File: config.mk
export PLATFORM = sky130hd
export DESIGN_NAME = icms_top
export DESIGN_NICKNAME = d
export VERILOG_FILES = /design/src/logic/icms_pkg.sv /design/src/logic/icms_top.sv /design/src/logic/icms_sync.sv
export SDC_FILE = /design/constraint.sdc
export NUM_CORES = 1
export LEC_CHECK = 0
export ABC_CLOCK_PERIOD_IN_PS = 2200
export BUFFER_PORTS_ARGS = -buffer_cell sky130_fd_sc_hd__buf_2
export CAP_MARGIN = 20
export CORE_MARGIN = 2
export CORE_UTILIZATION = 40
export CTS_CLUSTER_SIZE = 25
export DETAILED_ROUTE_END_ITERATION = 8
export GPL_TIMING_DRIVEN = 0
export PLACE_DENSITY = 0.63
export SYNTH_ARGS = -nofsm -noshare
export SYNTH_HDL_FRONTEND = slang
export SYNTH_SLANG_ARGS = --single-unit
export TNS_END_PERCENT = 20
File: constraint.sdc
create_clock -name ref_clk_i -period 2.2 [get_ports ref_clk_i]
set_clock_uncertainty 0.2 [all_clocks]
set_input_delay 0.11 -clock ref_clk_i [delete_from_list [all_inputs] [get_ports ref_clk_i]]
set_output_delay 0.11 -clock ref_clk_i [all_outputs]
set_load 0.05 [all_outputs]
File: src/logic/icms_pkg.sv
// Constants and types shared by the bus control and mode select block
package icms_pkg;

  // ----------------------------------------------------------------
  // Register offsets
  // ----------------------------------------------------------------
  localparam logic [1:0] OFF_CTRL = 2'h0;
  localparam logic [1:0] OFF_MODE_SADDR = 2'h1;
  localparam logic [1:0] OFF_DATA_SADDR2 = 2'h2;
  localparam logic [1:0] OFF_STATUS = 2'h3;

  // ----------------------------------------------------------------
  // Control register fields
  // ----------------------------------------------------------------
  localparam int BIT_ENABLE = 7;
  localparam int BIT_IRQ_EN = 6;
  localparam int BIT_MASTER = 5;
  localparam int BIT_TRANSMIT = 4;
  localparam int BIT_OCCUPIED = 2;
  localparam int BIT_IRQ_FLAG = 1;

  // ----------------------------------------------------------------
  // Reset values
  // ----------------------------------------------------------------
  localparam logic [7:0] CTRL_RESET = 8'h00;
  localparam logic [7:0] MODE_RESET = 8'h00;
  localparam logic [7:0] DATA_RESET = 8'h00;
  localparam logic [7:0] SADDR_RESET = 8'h00;
  localparam logic [7:0] SADDR2_RESET = 8'h00;

  // ----------------------------------------------------------------
  // Frame counts
  // ----------------------------------------------------------------
  localparam logic [3:0] DATA_BITS = 4'h8;
  localparam logic [3:0] FRAME_BITS = 4'h9;
  localparam logic [3:0] ADDR_LAST = 4'h7;
  localparam logic [2:0] DATA_MSB = 3'h7;

  // ----------------------------------------------------------------
  // Bus state
  // ----------------------------------------------------------------
  typedef enum logic [1:0] {
    LNK_IDLE = 2'b01,
    LNK_BUSY = 2'b10
  } icms_lnk_type;

endpackage

File: src/logic/icms_top.sv
// Bus control register, mode selection and two-wire bus monitor
`timescale 1ns/100ps
module icms_top (
  input wire logic ref_clk_i,
  input wire logic rst_i,
  input wire logic [1:0] addr_i,
  input wire logic [7:0] wdata_i,
  input wire logic wr_i,
  input wire logic rd_i,
  output logic [7:0] rdata_o,
  input wire logic scl_i,
  output logic scl_o,
  output logic scl_oe_o,
  input wire logic sda_i,
  output logic sda_o,
  output logic sda_oe_o,
  output logic irq_o
);
  import icms_pkg::*;

  // ----------------------------------------------------------------
  // Pin sampling and bus events
  // ----------------------------------------------------------------
  logic [1:0] pins_s;
  logic scl_s, sda_s, scl_d_reg, sda_d_reg;
  logic scl_rise, scl_fall, start_det, stop_det;
  icms_sync #(.WIDTH(2)) u_sync (
    .ref_clk_i(ref_clk_i),
    .rst_i(rst_i),
    .async_i({scl_i, sda_i}),
    .sync_o(pins_s)
  );
  assign scl_s = pins_s[1];
  assign sda_s = pins_s[0];
  assign scl_rise = scl_s & ~scl_d_reg;
  assign scl_fall = ~scl_s & scl_d_reg;
  assign start_det = scl_s & scl_d_reg & sda_d_reg & ~sda_s;
  assign stop_det = scl_s & scl_d_reg & ~sda_d_reg & sda_s;

  // ----------------------------------------------------------------
  // State
  // ----------------------------------------------------------------
  logic enable_reg, enable_next, irq_en_reg, irq_en_next;
  logic mst_reg, mst_next, trs_reg, trs_next;
  logic irq_flag_reg, irq_flag_next;
  logic pend_reg, pend_next, pend_val_reg, pend_val_next;
  logic [7:0] mode_reg, mode_next;
  logic [7:0] data_reg, data_next;
  logic [7:0] saddr_reg, saddr_next;
  logic [7:0] saddr2_reg, saddr2_next;
  icms_lnk_type state_reg, state_next;
  logic [3:0] bit_cnt_reg, bit_cnt_next;
  logic [7:0] shift_reg, shift_next;
  logic first_reg, first_next, addressed_reg, addressed_next;
  logic sda_drv_reg, sda_drv_next, scl_drv_reg, scl_drv_next;
  logic irq_reg, irq_next;
  logic [7:0] rdata_reg, rdata_next;
  logic busy, in_frame, tx_part, rx_part;
  logic arb_lost, addr_hit, ctrl_wr;
  logic [2:0] tx_idx;
  assign busy = (state_reg == LNK_BUSY);
  assign in_frame = busy && (bit_cnt_reg != 4'h0);
  assign tx_part = trs_reg & (mst_reg | addressed_reg);
  assign rx_part = ~trs_reg & (mst_reg | addressed_reg);
  assign ctrl_wr = wr_i && (addr_i == OFF_CTRL);
  assign tx_idx = DATA_MSB - bit_cnt_reg[2:0];
  // lost when our released one reads back low
  assign arb_lost = enable_reg && busy && scl_rise && mst_reg &&
                    trs_reg && (bit_cnt_reg < DATA_BITS) &&
                    !sda_drv_reg && !sda_s;
  // address and direction seen at eighth clock
  assign addr_hit = enable_reg && busy && scl_rise && first_reg &&
                    !mst_reg && !trs_reg && (bit_cnt_reg == ADDR_LAST) &&
                    ((shift_reg[6:0] == saddr_reg[7:1]) ||
                     (shift_reg[6:0] == saddr2_reg[7:1]));

  // ----------------------------------------------------------------
  // Next-state logic
  // ----------------------------------------------------------------
  always_comb begin
    enable_next = enable_reg;
    irq_en_next = irq_en_reg;
    mst_next = mst_reg;
    trs_next = trs_reg;
    irq_flag_next = irq_flag_reg;
    pend_next = pend_reg;
    pend_val_next = pend_val_reg;
    mode_next = mode_reg;
    data_next = data_reg;
    saddr_next = saddr_reg;
    saddr2_next = saddr2_reg;
    state_next = state_reg;
    bit_cnt_next = bit_cnt_reg;
    shift_next = shift_reg;
    first_next = first_reg;
    addressed_next = addressed_reg;
    sda_drv_next = sda_drv_reg;
    rdata_next = 8'h00;
    if (ctrl_wr) begin
      enable_next = wdata_i[BIT_ENABLE];
      irq_en_next = wdata_i[BIT_IRQ_EN];
      mst_next = wdata_i[BIT_MASTER];
      // hold a transmit change until frame end
      if (in_frame) begin
        pend_next = 1'b1;
        pend_val_next = wdata_i[BIT_TRANSMIT];
      end else begin
        trs_next = wdata_i[BIT_TRANSMIT];
      end
      if (!wdata_i[BIT_IRQ_FLAG]) begin
        irq_flag_next = 1'b0;
      end
    end
    // mode and data registers while enabled, slave addresses while disabled
    if (wr_i && addr_i == OFF_MODE_SADDR) begin
      if (enable_reg) begin
        mode_next = wdata_i;
      end else begin
        saddr_next = wdata_i;
      end
    end
    if (wr_i && addr_i == OFF_DATA_SADDR2) begin
      if (enable_reg) begin
        data_next = wdata_i;
      end else begin
        saddr2_next = wdata_i;
      end
    end
    // halted and released from both pins, or stop seen
    if (!enable_reg || stop_det) begin
      state_next = LNK_IDLE;
      bit_cnt_next = 4'h0;
      first_next = 1'b0;
      addressed_next = 1'b0;
      sda_drv_next = 1'b0;
    end else if (start_det) begin
      state_next = LNK_BUSY;
      bit_cnt_next = 4'h0;
      first_next = 1'b1;
      addressed_next = 1'b0;
      sda_drv_next = 1'b0;
    end else if (busy && scl_rise) begin
      shift_next = {shift_reg[6:0], sda_s};
      if (bit_cnt_reg < FRAME_BITS) begin
        bit_cnt_next = bit_cnt_reg + 4'h1;
      end
      // give up the bus and drop to slave receive
      if (arb_lost) begin
        mst_next = 1'b0;
        trs_next = 1'b0;
        pend_next = 1'b0;
        sda_drv_next = 1'b0;
      end
      // direction bit picks receive or transmit
      if (addr_hit) begin
        addressed_next = 1'b1;
        trs_next = sda_s;
      end
    end else if (busy && scl_fall) begin
      // data and acknowledge change only with clock low
      if (bit_cnt_reg == FRAME_BITS) begin
        bit_cnt_next = 4'h0;
        first_next = 1'b0;
        if (mst_reg | addressed_reg) begin
          irq_flag_next = 1'b1;
        end
        if (rx_part && !first_reg) begin
          data_next = shift_reg;
        end
        if (pend_next) begin
          trs_next = pend_val_next;
          pend_next = 1'b0;
        end
        sda_drv_next = trs_next & (mst_reg | addressed_reg) &
                       ~data_reg[DATA_MSB];
      end else if (bit_cnt_reg < DATA_BITS) begin
        sda_drv_next = tx_part & ~first_reg & ~data_reg[tx_idx];
      end else begin
        sda_drv_next = (first_reg & addressed_reg) |
                       (rx_part & ~first_reg);
      end
    end
    // stretch the clock while a request waits
    scl_drv_next = enable_reg && busy && irq_flag_next &&
                   (mst_reg || addressed_reg) &&
                   (scl_drv_reg || !scl_s);
    // request reaches the interrupt only when enabled
    // flag and enable, refreshed every cycle
    irq_next = irq_flag_reg & irq_en_reg;
    if (rd_i) begin
      case (addr_i)
        OFF_CTRL: rdata_next = {enable_reg, irq_en_reg, mst_reg, trs_reg,
                                1'b0, busy, irq_flag_reg, 1'b0};
        OFF_MODE_SADDR: rdata_next = enable_reg ? mode_reg : saddr_reg;
        OFF_DATA_SADDR2: rdata_next = enable_reg ? data_reg : saddr2_reg;
        OFF_STATUS: rdata_next = {5'h00, pend_reg, addressed_reg, first_reg};
        default: rdata_next = 8'h00;
      endcase
    end
  end

  // ----------------------------------------------------------------
  // Registers
  // ----------------------------------------------------------------
  always_ff @(posedge ref_clk_i) begin
    if (rst_i) begin
      scl_d_reg <= 1'b1;
      sda_d_reg <= 1'b1;
      enable_reg <= CTRL_RESET[BIT_ENABLE];
      irq_en_reg <= CTRL_RESET[BIT_IRQ_EN];
      // both mode bits start as slave receive
      mst_reg <= CTRL_RESET[BIT_MASTER];
      trs_reg <= CTRL_RESET[BIT_TRANSMIT];
      irq_flag_reg <= CTRL_RESET[BIT_IRQ_FLAG];
      pend_reg <= 1'b0;
      pend_val_reg <= 1'b0;
      mode_reg <= MODE_RESET;
      data_reg <= DATA_RESET;
      saddr_reg <= SADDR_RESET;
      saddr2_reg <= SADDR2_RESET;
      state_reg <= LNK_IDLE;
      bit_cnt_reg <= 4'h0;
      shift_reg <= 8'h00;
      first_reg <= 1'b0;
      addressed_reg <= 1'b0;
      sda_drv_reg <= 1'b0;
      scl_drv_reg <= 1'b0;
      irq_reg <= 1'b0;
      rdata_reg <= 8'h00;
    end else begin
      scl_d_reg <= scl_s;
      sda_d_reg <= sda_s;
      enable_reg <= enable_next;
      irq_en_reg <= irq_en_next;
      mst_reg <= mst_next;
      trs_reg <= trs_next;
      irq_flag_reg <= irq_flag_next;
      pend_reg <= pend_next;
      pend_val_reg <= pend_val_next;
      mode_reg <= mode_next;
      data_reg <= data_next;
      saddr_reg <= saddr_next;
      saddr2_reg <= saddr2_next;
      state_reg <= state_next;
      bit_cnt_reg <= bit_cnt_next;
      shift_reg <= shift_next;
      first_reg <= first_next;
      addressed_reg <= addressed_next;
      sda_drv_reg <= sda_drv_next;
      scl_drv_reg <= scl_drv_next;
      irq_reg <= irq_next;
      rdata_reg <= rdata_next;
    end
  end
  // Open-drain: pins only ever pulled low
  assign scl_o = 1'b0;
  assign sda_o = 1'b0;
  assign scl_oe_o = scl_drv_reg;
  assign sda_oe_o = sda_drv_reg;
  assign irq_o = irq_reg;
  assign rdata_o = rdata_reg;
  // ----------------------------------------------------------------
  // Checks
  // ----------------------------------------------------------------
  // no interrupt while enable held low
  a_irq_masked: assert property (
    @(posedge ref_clk_i) disable iff (rst_i)
    !irq_en_reg ##1 !irq_en_reg |-> !irq_o)
    else $error("interrupt raised while disabled");
  a_irq_follow: assert property (
    @(posedge ref_clk_i) disable iff (rst_i)
    (irq_flag_reg && irq_en_reg) ##1 (irq_flag_reg && irq_en_reg)
    |-> irq_o)
    else $error("interrupt missing with flag and enable");
  a_off_release: assert property (
    @(posedge ref_clk_i) disable iff (rst_i)
    !enable_reg |=> !sda_oe_o && !scl_oe_o)
    else $error("pin driven while disabled");
  a_arb_clear: assert property (
    @(posedge ref_clk_i) disable iff (rst_i)
    arb_lost |=> !mst_reg && !trs_reg && !sda_oe_o)
    else $error("mode bits kept after lost arbitration");
  // direction bit lands in transmit select
  a_addr_dir: assert property (
    @(posedge ref_clk_i) disable iff (rst_i)
    addr_hit |=> addressed_reg && !mst_reg && trs_reg == $past(sda_s))
    else $error("direction bit not applied");
  // transmit bit steady inside a frame
  a_trs_defer: assert property (
    @(posedge ref_clk_i) disable iff (rst_i)
    ctrl_wr && in_frame && !arb_lost && !addr_hit &&
    !(scl_fall && bit_cnt_reg == FRAME_BITS)
    |=> trs_reg == $past(trs_reg) && pend_reg)
    else $error("transmit bit changed inside frame");
  a_read_mode: assert property (
    @(posedge ref_clk_i) disable iff (rst_i)
    rd_i && addr_i == OFF_MODE_SADDR && enable_reg
    |=> rdata_o == $past(mode_reg))
    else $error("mode register not visible");
  a_read_saddr: assert property (
    @(posedge ref_clk_i) disable iff (rst_i)
    rd_i && addr_i == OFF_DATA_SADDR2 && !enable_reg
    |=> rdata_o == $past(saddr2_reg))
    else $error("slave address register not visible");
  a_mode_reset: assert property (
    @(posedge ref_clk_i)
    rst_i |=> !mst_reg && !trs_reg)
    else $error("mode bits not cleared by reset");
  // frame counter never passes nine clocks
  a_frame_len: assert property (
    @(posedge ref_clk_i) disable iff (rst_i)
    bit_cnt_reg <= FRAME_BITS && (busy || bit_cnt_reg == 4'h0))
    else $error("frame bit count out of range");

endmodule

File: src/logic/icms_sync.sv
// Two-stage synchroniser for pin inputs
`timescale 1ns/100ps
module icms_sync #(
  parameter int WIDTH = 2
) (
  input wire logic ref_clk_i,
  input wire logic rst_i,
  input wire logic [WIDTH-1:0] async_i,
  output logic [WIDTH-1:0] sync_o
);

  // ----------------------------------------------------------------
  // Per-bit flip-flop pair
  // ----------------------------------------------------------------
  genvar g;
  generate
    for (g = 0; g < WIDTH; g++) begin : g_bit
      logic meta_reg;
      logic meta_next;
      logic out_reg;
      logic out_next;
      always_comb begin
        meta_next = async_i[g];
        out_next = meta_reg;
      end
      // Idle bus level is high
      always_ff @(posedge ref_clk_i) begin
        if (rst_i) begin
          meta_reg <= 1'b1;
          out_reg <= 1'b1;
        end else begin
          meta_reg <= meta_next;
          out_reg <= out_next;
        end
      end
      assign sync_o[g] = out_reg;
    end
  endgenerate

endmodule

==> summary.md <==
| Metric | Value |
|---|---|
| Final Util | 50.3% |
| Maximum clock rate | 442 MHz |
| Measured slew at the worst slew-check pin | 0.820 ns |
| Total Power | 2.72 mW |
| # diodes | 0 |
| Vias after detailed routing | 3152 |
| Count of pins over their slew limit | 0 |
| Mean Syn Cell Area | 8.31 µm² |
| Clock latency of the later-clocked register in the worst-skew pair | 0.35 ns |
| Post-synthesis sequential area ratio | 42.2% |
| Number of flops mapped to enable cells by yosys | 0 |
| Peak fanout along the critical path | 5 |
| Wire length of the first global-routing pass | 15200 µm |
| Number of antenna violations at the first check in global routing | 0 |
| First-pass iteration count of the detailed router | 5 |
| Total of flip-flops plus latches after synthesis | 72 |
| WS Path Type | reg -> reg |
| Max Cap Violations | 0 |
| Failing checks | setup timing |
| Fraction of layout instances using a drive strength above 1 | 18.0% |
| Routed wire per std cell | 16.7 µm |
| Combined area of the multi-input logic cells | 0.00187 mm² |
| Routability congestion estimate | 0.860 |
| Final Setup Violations | 1 |
| Number of buffers and inverters on the critical path | 1 |
| Setup slack at placement | -0.271 ns |
| Die boundary height | 96.4 µm |
| Async set or reset register ratio after synthesis | 0% |
| Layout area overhead | 21.7% |
| Number of remaining DRC errors | 0 |
| Total power density per cell area | 656 mW/mm² |
| Buffer levels on the longest clock path | 2 |
| Number of buffers created by CTS | 9 |
| Most used DFF post-synth | dfxtp_1 |
| Data arrival at the endpoint of the critical path | 2.32 ns |
| Register area | 0.00145 mm² |
| Max stage delay on crit path | 0.39 ns |
| Final Hold Vio Count | 0 |
| Number of rows created at floorplan | 33 |
| Post-layout minimum cycle time | 2.26 ns |
| Floorplan core area | 0.00826 mm² |
| Worst-case vdd ir drop | 0.000321 V |
| TritonCTS clock tree | built |
| Overall die area | 0.00929 mm² |
| Final setup slack of the worst path | -0.0609 ns |
| Required time of the worst setup path | 2.26 ns |
| Number of nets at the end of the flow | 488 |
| Maximum number of pins on one net before global-route repair | 13 |
| Vias/cell | 5.45 |
| Overflow after GRT | 0 |
| Netlist area before placement | 0.00341 mm² |
| First-iteration detailed-routing DRC count | 255 |
| Synthesized instance count | 411 |
| Clock tree root driver cell | clkbuf_8 |
| Synth Warn # | 0 |
| Leakage power | 1.61 nW |
| Die outline width | 96.4 µm |
| Critical-path cell list | inv_4 -> ha_4 -> nor3b_4 -> or3_4 -> a221o_1 -> o31a_1 -> nor4_2 |
| H-tree levels | 3 |
| Clk sinks | 72 |
| Port buffer count | 25 |
| Share of the cycle needed by the critical path after routing | 103% |
| Result of the run | finished with violations |
| Classification of the worst-slack hold path | in -> reg |
| Vias in the first global route | 2914 |
| Num ports | 29 |
| WL final | 9640 µm |
| Tightest slew margin relative to the limit | 44.7% |
| Worst path slowest cell | or3_4 |
| Global Route Usage Sum | 22.1% |
| Initial standard-cell utilization of the core | 41.3% |
| Cell variety after synth | 50 |
| Setup repair after global routing missed its margin | yes |
| DP Wirelength | 6750 µm |
| Largest delay contributor family on the critical path | simple AND/OR/NAND/NOR gates |
| # fillers | 819 |
| Critical Path Start Type | flop |
| Clock transition at path regs | 0.08 ns |
| Antenna violation net count after detailed routing | 0 |
| Endpoint type of the worst setup path | flop |
==> synthesized netlist by cell type, types with 2 or more instances <==
library cell  number  share of area, %
nand3b_1           2              0.44
dfxtp_1           72                42
or2_2              6               1.1
a21oi_1           49               7.2
mux4_2             2               1.3
nor4b_1            2              0.51
xnor2_1            9               2.3
nor3b_1            2              0.44
ha_1               4               1.5
a22oi_1            5               1.1
mux2i_1           18               5.3
nor2b_1            7               1.3
xor2_1             7               1.8
a211oi_1          12               2.6
nand2_1           74               8.1
and2_1             2              0.37
nor2_1            35               3.8
nor3_1             2              0.29
nand4_1            2              0.37
clkbuf_1          22               2.4
inv_1              8              0.88
o21ai_0           12               1.8
nand3_1           13               1.9
nor4_1             4              0.73
buf_4              2              0.44
a41oi_1            2              0.51
a21boi_0           2              0.44
and3_1             2              0.37
mux2_2             7               2.3
nand2b_1           5              0.92
==> final timing paths <==
kind | startpoint | endpoint | slack (ns) | cells past startpoint
worst max-delay path | bit_cnt_reg[0] | sda_oe_o | -0.06 | 7
worst min-delay path | addr_i[0] | rdata_o[4] | 0.03 | 5
worst max register to register | bit_cnt_reg[0] | sda_oe_o | -0.06 | 7
worst min register to register | u_sync.g_bit[1].meta_reg | u_sync.g_bit[1].out_reg | 0.21 | 1
==> logic make-up (layout without fill, tap and decap cells) <==
family,after synthesis,count (layout),synth area share (%)
compound gates,91,91,15.9
mux,27,27,8.90
other cells,1,2,0.110
simple gates,166,166,23.2
buf+inv,34,95,4.18
flops,72,72,42.2
fa+ha+maj,4,4,1.47
xor+xnor,16,16,4.10
==> through the flow <==
step / hold slack [ns] / TNS (ns) / cells / cell area, µm²
floorplan: 0.0138 / 0 / 412 / 3420
finish: 0.0263 / -0.0609 / 578 / 4160
global route: 0.0532 / -0.423 / 578 / 4160
CTS: 0.0131 / -0.0590 / 572 / 4080
detailed placement: 0.0966 / -2.81 / 542 / 3680
global placement: 0.0920 / -2.58 / 542 / 3680
==> repair_timing <==
action | 4_1_cts | 5_1_grt
pin swaps | 3 | 7
resized for setup | 5 | 12
buffers inserted | 3 | 6
endpoints found under the setup margin | 33 | 22
endpoints found under the hold margin | 39 | 0
hold buffers | 15 | 0
==> worst register-to-register path, stage by stage, from the launching register on <==
cell,delay [ns]
dfxtp_2,0.36
inv_4,0.05
ha_4,0.14
nor3b_4,0.15
or3_4,0.39
a221o_1,0.36
o31a_1,0.26
nor4_2,0.26
==> area by class of cell <==
cell class / count / area share (%)
plain buffers: 22 / 2.50
clock buffers: 12 / 4.25
inverters: 8 / 0.843
well taps: 105 / 3.16
multi-input cells: 306 / 45.0
repair buffers: 49 / 8.25
clock inverters: 4 / 1.17
flip-flops and latches: 72 / 34.9
==> routing by layer <==
layer  vias to the layer above  routed length [µm]  track usage [%]
met3                        17                 603             5.74
met5                         -                   0                0
met4                         0                 207             7.39
met2                       117                4450             34.8
li1                       1539                   -                -
met1                      1479                4370             29.6
==> power breakdown <==
group          total, mW  switching (mW)  internal (mW)
registers           1.34          0.0193           1.32
clock network       1.16           0.510          0.653
logic              0.220           0.135         0.0847
total               2.72           0.665           2.06
==> layout by cell type (no fill, tap or decap), types with 3 or more instances in the layout <==
| cell | count |
|---|---|
| nand2_1 | 74 |
| dfxtp_1 | 68 |
| a21oi_1 | 49 |
| nor2_1 | 35 |
| buf_2 | 25 |
| mux2i_1 | 18 |
| clkbuf_1 | 15 |
| dlygate4sd3_1 | 15 |
| nand3_1 | 13 |
| o21ai_0 | 12 |
| buf_4 | 12 |
| a211oi_1 | 12 |
| clkbuf_8 | 11 |
| xnor2_1 | 9 |
| nor2b_1 | 7 |
| xor2_1 | 7 |
| mux2_2 | 7 |
| inv_1 | 6 |
| or2_2 | 6 |
| nand2b_1 | 5 |
| a22oi_1 | 5 |
| nor4_1 | 4 |
| ha_1 | 3 |
| dfxtp_2 | 3 |
Note: power is estimated with default switching activity, not from simulation.
